<file path="src/sysopt_pkg.sv">
// Package with the register map, field layout, reset values and identity of the option bank.
package sysopt_pkg;

  // ********************************************************************
  // Register byte addresses on the APB bus
  // ********************************************************************
  localparam logic [7:0] ADDR_OPT_ONE = 8'h00;
  localparam logic [7:0] ADDR_OPT_TWO = 8'h04;
  localparam logic [7:0] ADDR_ID_HIGH = 8'h08;
  localparam logic [7:0] ADDR_ID_LOW = 8'h0C;

  // ********************************************************************
  // Field positions of the first options register
  // ********************************************************************
  localparam int OPT1_TIMEOUT_HI = 7;
  localparam int OPT1_TIMEOUT_LO = 6;
  localparam int OPT1_STOP = 5;
  localparam int OPT1_TWOWIRE = 2;
  localparam int OPT1_DEBUG = 1;
  localparam int OPT1_RESETPIN = 0;

  // ********************************************************************
  // Field positions of the second options register
  // ********************************************************************
  localparam int OPT2_WDCLK = 7;
  localparam int OPT2_WINDOW = 6;
  localparam int OPT2_CMPCAP = 4;
  localparam int OPT2_T2CH1 = 3;
  localparam int OPT2_T2CH0 = 2;
  localparam int OPT2_T1CH1 = 1;
  localparam int OPT2_T1CH0 = 0;

  // ********************************************************************
  // Reset values
  // ********************************************************************
  localparam logic [1:0] TIMEOUT_RST_OTHER = 2'h3;
  localparam logic [1:0] TIMEOUT_RST_POWER = 2'h2;
  localparam logic [7:0] OPT2_RST = 8'h00;

  // ********************************************************************
  // Identification and watchdog window figures
  // ********************************************************************
  localparam logic [11:0] PART_ID_DEFAULT = 12'h5C3;
  localparam int WDOG_CNT_W = 18;
  localparam logic [1:0] WINDOW_EARLY_PARTS = 2'h3;
  localparam logic [2:0] WINDOW_ALL_PARTS = 3'h4;

endpackage

</file>
<file path="src/sysopt_regs.sv">
// System option and part identification register bank with APB slave and pin routing.
//
// Function
// - First options register takes only first write
// - Timeout field plus clock select sets period
// - Stop allowed, else stop gives illegal-opcode reset
// - Two-wire pins on port A or B
// - Debug pin debug function or output-only alternative
// - Debug pin enable returns to one always
// - Reset pin enable gives external reset function
// - Power-on reset clears reset pin enable
// - Reset pin enable survives non-power-on resets
// - Pull-up on while reset pin enabled
// - Watchdog clock 1 kHz or bus clock
// - Early service write in window resets device
// - Window mode only with bus clock source
// - Write-once second register bits take one write
// - Comparator routed to first timer capture zero
// - Second timer channel 1 pin select
// - Second timer channel 0 pin select
// - First timer channel 1 pin select
// - First timer channel 0 pin select
// - Hard-wired 12-bit part identifier split over two
// - High ident bit 7 zero, writes ignored
//
// Chosen here: the register addresses and the APB register port.
module sysopt_regs
  import sysopt_pkg::*;
#(
  parameter logic [11:0] PART_ID = PART_ID_DEFAULT // Arbitrary neutral value.
)
(
  // Clock and reset
  input wire logic CLK_SYS,
  input wire logic RST_N,
  input wire logic RST_SRC_POR,
  input wire logic RST_SRC_LVR,
  // APB slave
  input wire logic PSEL,
  input wire logic PENABLE,
  input wire logic PWRITE,
  input wire logic [7:0] PADDR,
  input wire logic [31:0] PWDATA,
  input wire logic [3:0] PSTRB,
  output logic [31:0] PRDATA,
  output logic PREADY,
  output logic PSLVERR,
  // Watchdog control and window check
  output logic [1:0] WDOG_TIMEOUT_SEL,
  output logic WDOG_CLK_SEL,
  output logic WDOG_WINDOW_ACTIVE,
  input wire logic SERVICE_REG_WRITE,
  input wire logic [17:0] WDOG_ELAPSED,
  input wire logic [17:0] WDOG_PERIOD,
  output logic WDOG_WINDOW_RST,
  // Stop instruction handling
  input wire logic STOP_ATTEMPT,
  output logic STOP_ENTER,
  output logic ILLEGAL_OP_RST,
  // Two-wire pin placement
  output logic TWOWIRE_ON_PORTA,
  output logic TWOWIRE_ON_PORTB,
  // Shared debug pin
  input wire logic DBG_GPIO_OUT,
  input wire logic DBG_CMP_OUT_EN,
  output logic DEBUG_PIN_FUNC,
  output logic DEBUG_PIN_OUT,
  // Shared reset pin
  output logic RESET_PIN_FUNC,
  output logic RESET_PIN_PULLUP,
  // Comparator to timer capture
  input wire logic CMP_OUT,
  input wire logic TIMER1_CH0_PIN_IN,
  output logic TIMER1_CH0_CAPTURE,
  // Timer channel pin selects
  output logic TIMER2_CH1_ON_PTA7,
  output logic TIMER2_CH0_ON_PTA6,
  output logic TIMER1_CH1_ON_PTC1,
  output logic TIMER1_CH0_ON_PTC0
);

  // ********************************************************************
  // Bus decode
  // ********************************************************************
  logic sel_opt1, sel_opt2, sel_idh, sel_idl, mapped, wr_access, wr_byte;
  logic [7:0] wr_data;

  // Address decode and the write strobe taken in the access phase.
  assign sel_opt1 = (PADDR == ADDR_OPT_ONE);
  assign sel_opt2 = (PADDR == ADDR_OPT_TWO);
  assign sel_idh = (PADDR == ADDR_ID_HIGH);
  assign sel_idl = (PADDR == ADDR_ID_LOW);
  assign mapped = sel_opt1 | sel_opt2 | sel_idh | sel_idl;
  assign wr_access = PSEL & PENABLE & PWRITE;
  assign wr_byte = wr_access & PSTRB[0];
  assign wr_data = PWDATA[7:0];

  // The slave answers in the first access cycle; unmapped addresses report an error.
  assign PREADY = 1'b1;
  assign PSLVERR = PSEL & PENABLE & ~mapped;

  // ********************************************************************
  // First options register
  // ********************************************************************
  logic [1:0] timeout_ff;
  logic stop_ff;
  logic twowire_ff;
  logic debug_en_ff;
  logic reset_pin_ff;
  logic opt1_locked_ff;
  logic opt1_take;

  // Only the first write after any reset lands.
  assign opt1_take = wr_byte & sel_opt1 & ~opt1_locked_ff;

  // Lock flag for the whole first register, cleared by every reset.
  always_ff @(posedge CLK_SYS)
  begin
    if (!RST_N)
      opt1_locked_ff <= 1'b0;
    else if (wr_byte && sel_opt1)
      opt1_locked_ff <= 1'b1;
  end

  // Timeout, stop, two-wire and debug fields: reset on every kind of reset.
  always_ff @(posedge CLK_SYS)
  begin
    if (!RST_N)
    begin
      if (RST_SRC_POR || RST_SRC_LVR)
        timeout_ff <= TIMEOUT_RST_POWER;
      else
        timeout_ff <= TIMEOUT_RST_OTHER;
      stop_ff <= 1'b0;
      twowire_ff <= 1'b0;
      debug_en_ff <= 1'b1;
    end
    else if (opt1_take)
    begin
      timeout_ff <= wr_data[OPT1_TIMEOUT_HI:OPT1_TIMEOUT_LO];
      stop_ff <= wr_data[OPT1_STOP];
      twowire_ff <= wr_data[OPT1_TWOWIRE];
      debug_en_ff <= wr_data[OPT1_DEBUG];
    end
  end

  // Reset pin enable: only power-on clears it, other resets leave it alone.
  always_ff @(posedge CLK_SYS)
  begin
    if (!RST_N)
    begin
      if (RST_SRC_POR)
        reset_pin_ff <= 1'b0;
    end
    else if (opt1_take)
      reset_pin_ff <= wr_data[OPT1_RESETPIN];
  end

  // ********************************************************************
  // Second options register
  // ********************************************************************
  logic wdclk_ff;
  logic window_ff;
  logic opt2_locked_ff;
  logic [4:0] opt2_plain_ff;
  logic opt2_wr;

  assign opt2_wr = wr_byte & sel_opt2;

  // Watchdog clock and window bits take one write after reset.
  always_ff @(posedge CLK_SYS)
  begin
    if (!RST_N)
    begin
      wdclk_ff <= OPT2_RST[OPT2_WDCLK];
      window_ff <= OPT2_RST[OPT2_WINDOW];
      opt2_locked_ff <= 1'b0;
    end
    else if (opt2_wr && !opt2_locked_ff)
    begin
      wdclk_ff <= wr_data[OPT2_WDCLK];
      window_ff <= wr_data[OPT2_WINDOW];
      opt2_locked_ff <= 1'b1;
    end
  end

  // Routing bits stay freely writable.
  always_ff @(posedge CLK_SYS)
  begin
    if (!RST_N)
      opt2_plain_ff <= OPT2_RST[OPT2_CMPCAP:OPT2_T1CH0];
    else if (opt2_wr)
      opt2_plain_ff <= wr_data[OPT2_CMPCAP:OPT2_T1CH0];
  end

  // ********************************************************************
  // Read data
  // ********************************************************************
  logic [7:0] opt1_view;
  logic [7:0] opt2_view;
  logic [7:0] idh_view;
  logic [7:0] idl_view;
  logic [31:0] nxt_rdata;
  logic [31:0] rdata_ff;

  // Register views; unimplemented bits read zero.
  always_comb
  begin
    opt1_view = 8'h00;
    opt1_view[OPT1_TIMEOUT_HI:OPT1_TIMEOUT_LO] = timeout_ff;
    opt1_view[OPT1_STOP] = stop_ff;
    opt1_view[OPT1_TWOWIRE] = twowire_ff;
    opt1_view[OPT1_DEBUG] = debug_en_ff;
    opt1_view[OPT1_RESETPIN] = reset_pin_ff;
    opt2_view = 8'h00;
    opt2_view[OPT2_WDCLK] = wdclk_ff;
    opt2_view[OPT2_WINDOW] = window_ff;
    opt2_view[OPT2_CMPCAP:OPT2_T1CH0] = opt2_plain_ff;
    idh_view = {4'h0, PART_ID[11:8]};
    idl_view = PART_ID[7:0];
  end

  // Read mux; identification registers have no write path at all.
  always_comb
  begin
    nxt_rdata = 32'h0000_0000;
    if (sel_opt1)
      nxt_rdata[7:0] = opt1_view;
    else if (sel_opt2)
      nxt_rdata[7:0] = opt2_view;
    else if (sel_idh)
      nxt_rdata[7:0] = idh_view;
    else if (sel_idl)
      nxt_rdata[7:0] = idl_view;
  end

  // Read data is captured in the setup cycle so it stands through the access cycle.
  always_ff @(posedge CLK_SYS)
  begin
    if (!RST_N)
      rdata_ff <= 32'h0000_0000;
    else if (PSEL && !PENABLE && !PWRITE)
      rdata_ff <= nxt_rdata;
  end

  assign PRDATA = rdata_ff;

  // ********************************************************************
  // Watchdog window check
  // ********************************************************************
  logic window_active, early_phase, window_rst_ff;
  logic [20:0] early_lhs, early_rhs;

  // Window mode needs the bus clock as watchdog source.
  assign window_active = window_ff & wdclk_ff;

  // Elapsed time below three quarters of the period is the forbidden phase.
  assign early_lhs = 21'(WDOG_ELAPSED) * 21'(WINDOW_ALL_PARTS);
  assign early_rhs = 21'(WDOG_PERIOD) * 21'(WINDOW_EARLY_PARTS);
  assign early_phase = (early_lhs < early_rhs);

  // A service-register write in the early phase requests a reset.
  always_ff @(posedge CLK_SYS)
  begin
    if (!RST_N)
      window_rst_ff <= 1'b0;
    else
      window_rst_ff <= window_active & SERVICE_REG_WRITE & early_phase;
  end

  // ********************************************************************
  // Stop instruction and pin routing
  // ********************************************************************
  logic stop_enter_ff, illegal_op_ff, debug_out_ff, capture_ff;

  // Stop attempts either enter stop or force an illegal-opcode reset.
  always_ff @(posedge CLK_SYS)
  begin
    if (!RST_N)
    begin
      stop_enter_ff <= 1'b0;
      illegal_op_ff <= 1'b0;
    end
    else
    begin
      stop_enter_ff <= STOP_ATTEMPT & stop_ff;
      illegal_op_ff <= STOP_ATTEMPT & ~stop_ff;
    end
  end

  // Output-only alternative on the debug pin and the capture source of timer one.
  always_ff @(posedge CLK_SYS)
  begin
    if (!RST_N)
    begin
      debug_out_ff <= 1'b0;
      capture_ff <= 1'b0;
    end
    else
    begin
      debug_out_ff <= DBG_CMP_OUT_EN ? CMP_OUT : DBG_GPIO_OUT;
      capture_ff <= opt2_plain_ff[OPT2_CMPCAP] ? CMP_OUT : TIMER1_CH0_PIN_IN;
    end
  end

  // Outputs driven from the option flip-flops and the registered window, stop and pin results.
  assign WDOG_TIMEOUT_SEL = timeout_ff;
  assign WDOG_CLK_SEL = wdclk_ff;
  assign WDOG_WINDOW_ACTIVE = window_active;
  assign WDOG_WINDOW_RST = window_rst_ff;
  assign STOP_ENTER = stop_enter_ff;
  assign ILLEGAL_OP_RST = illegal_op_ff;
  assign TWOWIRE_ON_PORTA = ~twowire_ff;
  assign TWOWIRE_ON_PORTB = twowire_ff;
  assign DEBUG_PIN_FUNC = debug_en_ff;
  assign DEBUG_PIN_OUT = debug_out_ff;
  assign RESET_PIN_FUNC = reset_pin_ff;
  assign RESET_PIN_PULLUP = reset_pin_ff;
  assign TIMER1_CH0_CAPTURE = capture_ff;
  assign TIMER2_CH1_ON_PTA7 = opt2_plain_ff[OPT2_T2CH1];
  assign TIMER2_CH0_ON_PTA6 = opt2_plain_ff[OPT2_T2CH0];
  assign TIMER1_CH1_ON_PTC1 = opt2_plain_ff[OPT2_T1CH1];
  assign TIMER1_CH0_ON_PTC0 = opt2_plain_ff[OPT2_T1CH0];
endmodule

</file>
<file path="config.mk">
export PLATFORM = sky130hd
export DESIGN_NAME = sysopt_regs
export DESIGN_NICKNAME = d
export VERILOG_FILES = /design/src/sysopt_pkg.sv /design/src/sysopt_regs.sv
export SDC_FILE = /design/constraint.sdc
export NUM_CORES = 1
export LEC_CHECK = 0
export BUFFER_PORTS_ARGS = -buffer_cell sky130_fd_sc_hd__buf_2
export CAP_MARGIN = 40
export CORE_AREA = 2 2 83 85
export DETAILED_ROUTE_END_ITERATION = 16
export DIE_AREA = 0 0 85 87
export PLACE_DENSITY = 0.77
export SLEW_MARGIN = 10
export SYNTH_ARGS = -nofsm -noshare
export SYNTH_HDL_FRONTEND = slang
export SYNTH_SLANG_ARGS = --single-unit
export TNS_END_PERCENT = 20
</file>
<file path="constraint.sdc">
create_clock -name CLK_SYS -period 3 [get_ports CLK_SYS]
set_clock_uncertainty 0.1 [all_clocks]
set_input_delay 0.45 -clock CLK_SYS [delete_from_list [all_inputs] [get_ports CLK_SYS]]
set_output_delay 0.45 -clock CLK_SYS [all_outputs]
set_load 0.005 [all_outputs]
</file>
==> results of run 1 <==
-- power breakdown --
group | total [mW] | leakage [nW] | switching [mW] | internal [mW]
Sequential | 0.387 | 0.230 | 0.00276 | 0.384
Combinational | 0.538 | 1.52 | 0.259 | 0.280
Clock | 0.237 | 0.0288 | 0.120 | 0.118
Total | 1.16 | 1.78 | 0.381 | 0.782
-- path summary, 6_finish.rpt --
check	end	slack, ns	cells past startpoint
setup / recovery	WDOG_WINDOW_RST	-0.07	15
hold reg to reg	PRDATA[4]	0.37	2
hold / removal	DEBUG_PIN_FUNC	0.31	3
setup reg to reg	RESET_PIN_FUNC	1.63	2
-- per-layer routing --
metal  up-vias  track usage, %  wire (um)
met3        11            2.75        422
met5         -               0          0
li1       1300               -          -
met1      1192            20.9       2950
met4         0            4.47        110
met2        93            31.5       3430
-- cell type report --
| cell class | count | area (um^2) |
|---|---|---|
| inverters | 7 | 26.3 |
| repair buffers | 140 | 841 |
| flip-flops and latches | 28 | 591 |
| well taps | 80 | 100 |
| fillers | 593 | 2990 |
| clock buffers | 4 | 55.1 |
| multi-input cells | 255 | 1960 |
-- tightest hold or removal path, stage by stage --
cell and delay [ns]:
buf_2 0.09, mux2i_1 0.06, nand2_1 0.06
-- what timing repair did --
action                     CTS  global route
setup endpoints to repair    1             1
resized for setup            9            13
setup buffers                4             5
hold buffers                 0             0
pin swaps                   14            18
-- layout by cell type (no fill, tap or decap), drive strengths merged, types with 4 or more instances in the layout --
cell type,netlist,layout
mux2i,10,10
nor2b,19,19
ha,36,36
a21oi,30,30
nor2,14,14
nor3,5,5
buf,28,140
nand4,7,7
inv,7,7
dfxtp,25,25
conb,2,25
nand3,6,6
a21o,14,14
nand2,17,17
xor2,8,8
o21bai,5,5
a211oi,5,5
xnor2,8,8
a21boi,6,6
clkbuf,5,4
o21ai,11,11
-- cell families after synthesis --
group	synth area share [%]
AND/OR/NAND/NOR	17.8
other	0.288
buffers and inverters	9.82
adder cells (fa/ha/maj)	18.0
multiplexers	4.26
XOR/XNOR	5.37
flip-flops	22.6
AO/OA/AOI/OAI	21.8
==> flow_summary.toml, run 1 <==
[outcome]
run_status = "complete, but fails checks"
violations = "negative setup slack"

[clock_network]
cts_buffer_depth = 2
clockRootBuffer = "clkbuf_8"
htreeDepth = 1
cts_buffers = 3
cts_sinks = 28
clk_pin_slew_ns = 0.09
clk_latency_ns = 0.28
cts_tree = "yes"

[setup_path]
critPathRequiredTime_ns = 3.13
worst-path-max-fanout = 2
timing.critical_path.slowest_cell_delay_ns = 0.39
cp-start-kind = "input port"
path_cells = "buf_6 > and2_4 > fa_2 > a21oi_2 > o21ai_2 > o2bb2ai_4 > buf_6 > nand2_4 > o21ai_4 > xor2_1 > ha_1 > a21o_1 > a21o_1 > a2111oi_2 > o31a_1"
cp.arrival_ns = 3.20
r2r-start = "opt1_locked_ff"
cpMaxStageDelayCell = "fa_2"
crit_path_end_kind = "register"
worstSetupPathType = "input port to register"
path_buf_inv = 2
crit_start = "WDOG_PERIOD[0]"
crit_family = "compound AO/OA/AOI/OAI gates"

[layout]
final_cell_count_no_fill = 514
drive_gt1_share_pct = 39.6
syn_to_final_growth_pct = 37.0
largest_register_ff_count = 8
antenna_cells = 0
stdcell_area_um2 = 3580
fin_nets = 565
fin_util_pct = 54.5

[yosys]
yosysSeqAreaShare_pct = 22.6
synth.top_cell.area_share_pct = 19.2
ys_warn_count = 0
ys_top_cells_by_area = "dfxtp_1 (19%), ha_1 (17%), buf_4 (7.5%), a21oi_1 (5.6%), nor2b_1 (4.6%)"
synth_top_cell_by_area = "dfxtp_1"
synth_area_per_cell_um2 = 8.70
ys_ff_latch = 28
ys_types = 56
ys_async_sr_fraction_pct = 0
synth.most_common_cell = "ha_1"
synth_common_cells = "ha_1 (36), a21oi_1 (29), buf_4 (26)"
syn_area_um2 = 2610
synth_edf_count = 3
synth_ff_type = "dfxtp_1"
synth_cells = 300

[timing]
hold_viol = 0
fin_ws_ns = -0.0658
final-setup-viol-count = 1
tns_ns = -0.0658
finalCriticalPeriod_ns = 3.07
period_share_pct = 102
rsz0062_at_grt = "yes"
hold_slack_ns = 0.314
max_freq_ghz = 0.326
drv_slew = 0

[floorplanning]
start_util_pct = 39.8
dieWidth_um = 85
die_h_um = 87
die-area_um2 = 7400
coreArea_um2 = 6570
io_pins = 145
rows = 30

[routing]
drt_wl_total_um = 6920
dr.pass1.iters = 4
ant_nets = 0
drc = 0
num_vias = 2596
dr.first_iter.drc_count = 55
wl_per_cell_um = 13.5
vias_per_cell = 5.05

[global_routing]
gr-usage-all-layers_pct = 17.2
grt_first_pass_wirelength_um = 10600
grt_max_degree = 32
antenna_found_initial = 0
grt-ovfl-total = 0
grt_pass1_vias = 2469

[place]
post_dp_cell_area_um2 = 3350
gp_congestion = 0.825
place_ws_ns = -0.341
hpwl_um = 5270
port_buffers = 92
dp_cells = 501

[job]
maxCapViolCount = 0

[power_and_ir_drop]
powerDensity_nw_per_um2 = 325
ir_drop_mv = 0.296
power_mw = 1.16
p_leak_nw = 1.78

[min_path]
worstHoldStart = "PWDATA[1]"
hp-class = "input port to register"
No activity file was read; power rests on OpenSTA's default activity.
==> run 2: changes to the inputs <==
Settings changed: ABC_AREA from default to 1, CORE_AREA 2 2 83 85 to 2 2 85 87, DIE_AREA 0 0 85 87 to 0 0 87 89, SLEW_MARGIN 10 to 20.
==> run 2 against run 1 <==
  * The flow now finishes without violations
  * Largest cell class unchanged
  * Global-route usage is 0.36 points lower
  * First-iteration DRC count increased by 120%
  * Largest power group unchanged
  * Register-to-register slack better by 0.19 ns
  * Final area fell by 7.9%
  * Clock power is 13% higher
  * Synthesized cell count increased by 40%
  * Total power down 8.4%
  * Final cell count rose by 15%
  * Critical path depth increased by 6
  * Highest routed layer unchanged
  * Non-clock buffer count down 48
==> flow_summary.toml, run 2 <==
[clock_network]
htreeDepth = 1
cts_buffer_depth = 2
cts_hold_buf = 0
clockRootBuffer = "clkbuf_8"
cts_setup_buffers = 0
cts_tree = "yes"
clk_pin_slew_ns = 0.10
cts_sinks = 28
clk_latency_ns = 0.28
cts-resized-gates = 0
cts_buffers = 3

[timing]
drv_slew = 0
final-setup-viol-count = 0
tightestPinTransition_ns = 0.757
tns_ns = 0
period_share_pct = 88.8
rsz0062_at_grt = "no"
fin_ws_ns = 0.335
relSlewSlack_pct = 49.3
finalCriticalPeriod_ns = 2.67
hold_viol = 0
hold_slack_ns = 0.252
max_freq_ghz = 0.375

[layout]
drive_gt1_share_pct = 22.8
antenna_cells = 0
syn_to_final_growth_pct = 17.9
multi_input_area_um2 = 1890
largest_register_ff_count = 8
final_cell_mix = "nand2_1 (114), buf_2 (92), a21oi_1 (47)"
fin_nets = 640
nFillCells = 697
seq_area_um2 = 591
stdcell_area_um2 = 3290
final_common_cell = "nand2_1"

[setup_path]
rr_worst_depth = 4
crit_path_end_kind = "register"
worstSetupPathType = "input port to register"
worst-path-max-fanout = 4
path_cells = "buf_2 > nand2_1 > inv_1 > fa_1 > nand3_1 > nand2_1 > nand2_1 > nand2_1 > nand3_1 > nand2_1 > nand2_1 > nand2_1 > ha_1 > nand2_1 > inv_1 > nand3_1 > or2_1 > nor2_1 > nand2_1 > nand2_1 > nor2_1"
critPathRequiredTime_ns = 3.08
crit_top_cell = "nand2_1"
timing.critical_path.slowest_cell_delay_ns = 0.40
cp.arrival_ns = 2.74
cpMaxStageDelayCell = "fa_1"
cp-start-kind = "input port"

[floorplanning]
rows = 30
dieWidth_um = 87
die-area_um2 = 7740
io_pins = 145
coreArea_um2 = 6720
die_h_um = 89
start_util_pct = 41.6

[yosys]
synth_ff_type = "dfxtp_1"
ys_top_cells_by_area = "dfxtp_1 (18%), ha_1 (16%), nand2_1 (15%), a21oi_1 (8.4%), buf_4 (7.0%)"
synth_top_cell_by_area = "dfxtp_1"
ys_types = 36
synth.top_cell.area_share_pct = 17.9
synth_cells = 420
synth.most_common_cell = "nand2_1"
synth_area_per_cell_um2 = 6.65
ys_async_sr_fraction_pct = 0
yosysSeqAreaShare_pct = 21.1
synth_edf_count = 3
ys_warn_count = 0
ys_ff_latch = 28
synth_common_cells = "nand2_1 (114), a21oi_1 (47), inv_1 (41)"
syn_area_um2 = 2790

[routing]
wl_per_cell_um = 11.4
dr.pass1.iters = 4
dr.first_iter.drc_count = 119
drt_wl_total_um = 6730
num_vias = 2847
drc = 0
ant_nets = 0
vias_per_cell = 4.83

[global_routing]
antenna_found_initial = 0
grt_pass1_vias = 2440
grt_first_pass_wirelength_um = 10600
grt_max_degree = 22
grt-ovfl-total = 0
gr-usage-all-layers_pct = 16.8

[place]
post_dp_cell_area_um2 = 3230
gp_congestion = 0.941
place_ws_ns = 0.0315
port_buffers = 92
hpwl_um = 5820

[min_path]
hp-class = "input port to register"
worstHoldPathCells = 2

[power_and_ir_drop]
ir_drop_mv = 0.346
power_mw = 1.06
powerDensity_nw_per_um2 = 323
p_leak_nw = 1.83

[outcome]
run_status = "finished clean"

[job]
maxCapViolCount = 0
[run 2: cell types whose count changed in the layout (fill, tap and decap cells not counted), sizes merged, moves of 10 or more]
cell | before | now
a21o | 14 | 0
a21oi | 30 | 47
buf | 140 | 92
inv | 7 | 48
mux2i | 10 | 0
nand2 | 17 | 116
nand3 | 6 | 29
nor2 | 14 | 30
nor2b | 19 | 0
o21ai | 11 | 24
[run 2: cell families (layout without fill, tap and decap cells)]
group                      Yosys count  after routing  share of synthesized area, %
AOI/OAI and AO/OA                   77             77                          14.3
xor gates and xnor gates             9              9                          2.82
adders and majority gates           37             37                          16.8
other                                2             25                         0.269
buffers and inverters               80            146                          14.4
and+or+nand+nor                    187            187                          30.2
DFF                                 28             28                          21.1
[run 2: critical path: cells and delay by family]
| family | cells | cell delay [ns] |
|---|---|---|
| adder cells (fa/ha/maj) | 2 | 0.70 |
| buffers and inverters | 3 | 0.28 |
| AND/OR/NAND/NOR | 16 | 1.33 |
[run 2: layout make-up]
type                            count  area share, %
Clock buffer                        4           2.01
Tap cell                           80           3.04
Timing Repair Buffer               92           14.0
Inverter                           50           5.77
Sequential cell                    28           17.9
Multi-Input combinational cell    335           57.3
[run 2: layer usage]
layer,vias up,GRT usage [%],share of wire [%]
li1,1494,-,-
met1,1257,22.1,46
met5,-,0,0
met3,5,2.68,5.9
met4,0,2.13,0.56
met2,91,29.9,47
[run 2: power breakdown]
group | switching (mW) | total, mW | internal (mW)
clock network | 0.121 | 0.267 | 0.146
logic | 0.236 | 0.404 | 0.167
registers | 0.00481 | 0.394 | 0.389
total | 0.363 | 1.06 | 0.702
[run 2: worst paths after layout]
kind / from / slack [ns] / endpoint
setup / recovery: WDOG_PERIOD[1] / 0.33 / WDOG_WINDOW_RST
hold / removal: DBG_CMP_OUT_EN / 0.25 / DEBUG_PIN_OUT
setup reg to reg: opt1_locked_ff / 1.82 / RESET_PIN_FUNC
hold reg to reg: stop_ff / 0.38 / STOP_ENTER
[run 2: stage by stage]
step	cells	utilization (%)
floorplan	443	-
global placement	585	48.0
detailed placement	585	48.0
CTS	589	49.0
global route	589	49.0
finish	589	49.0
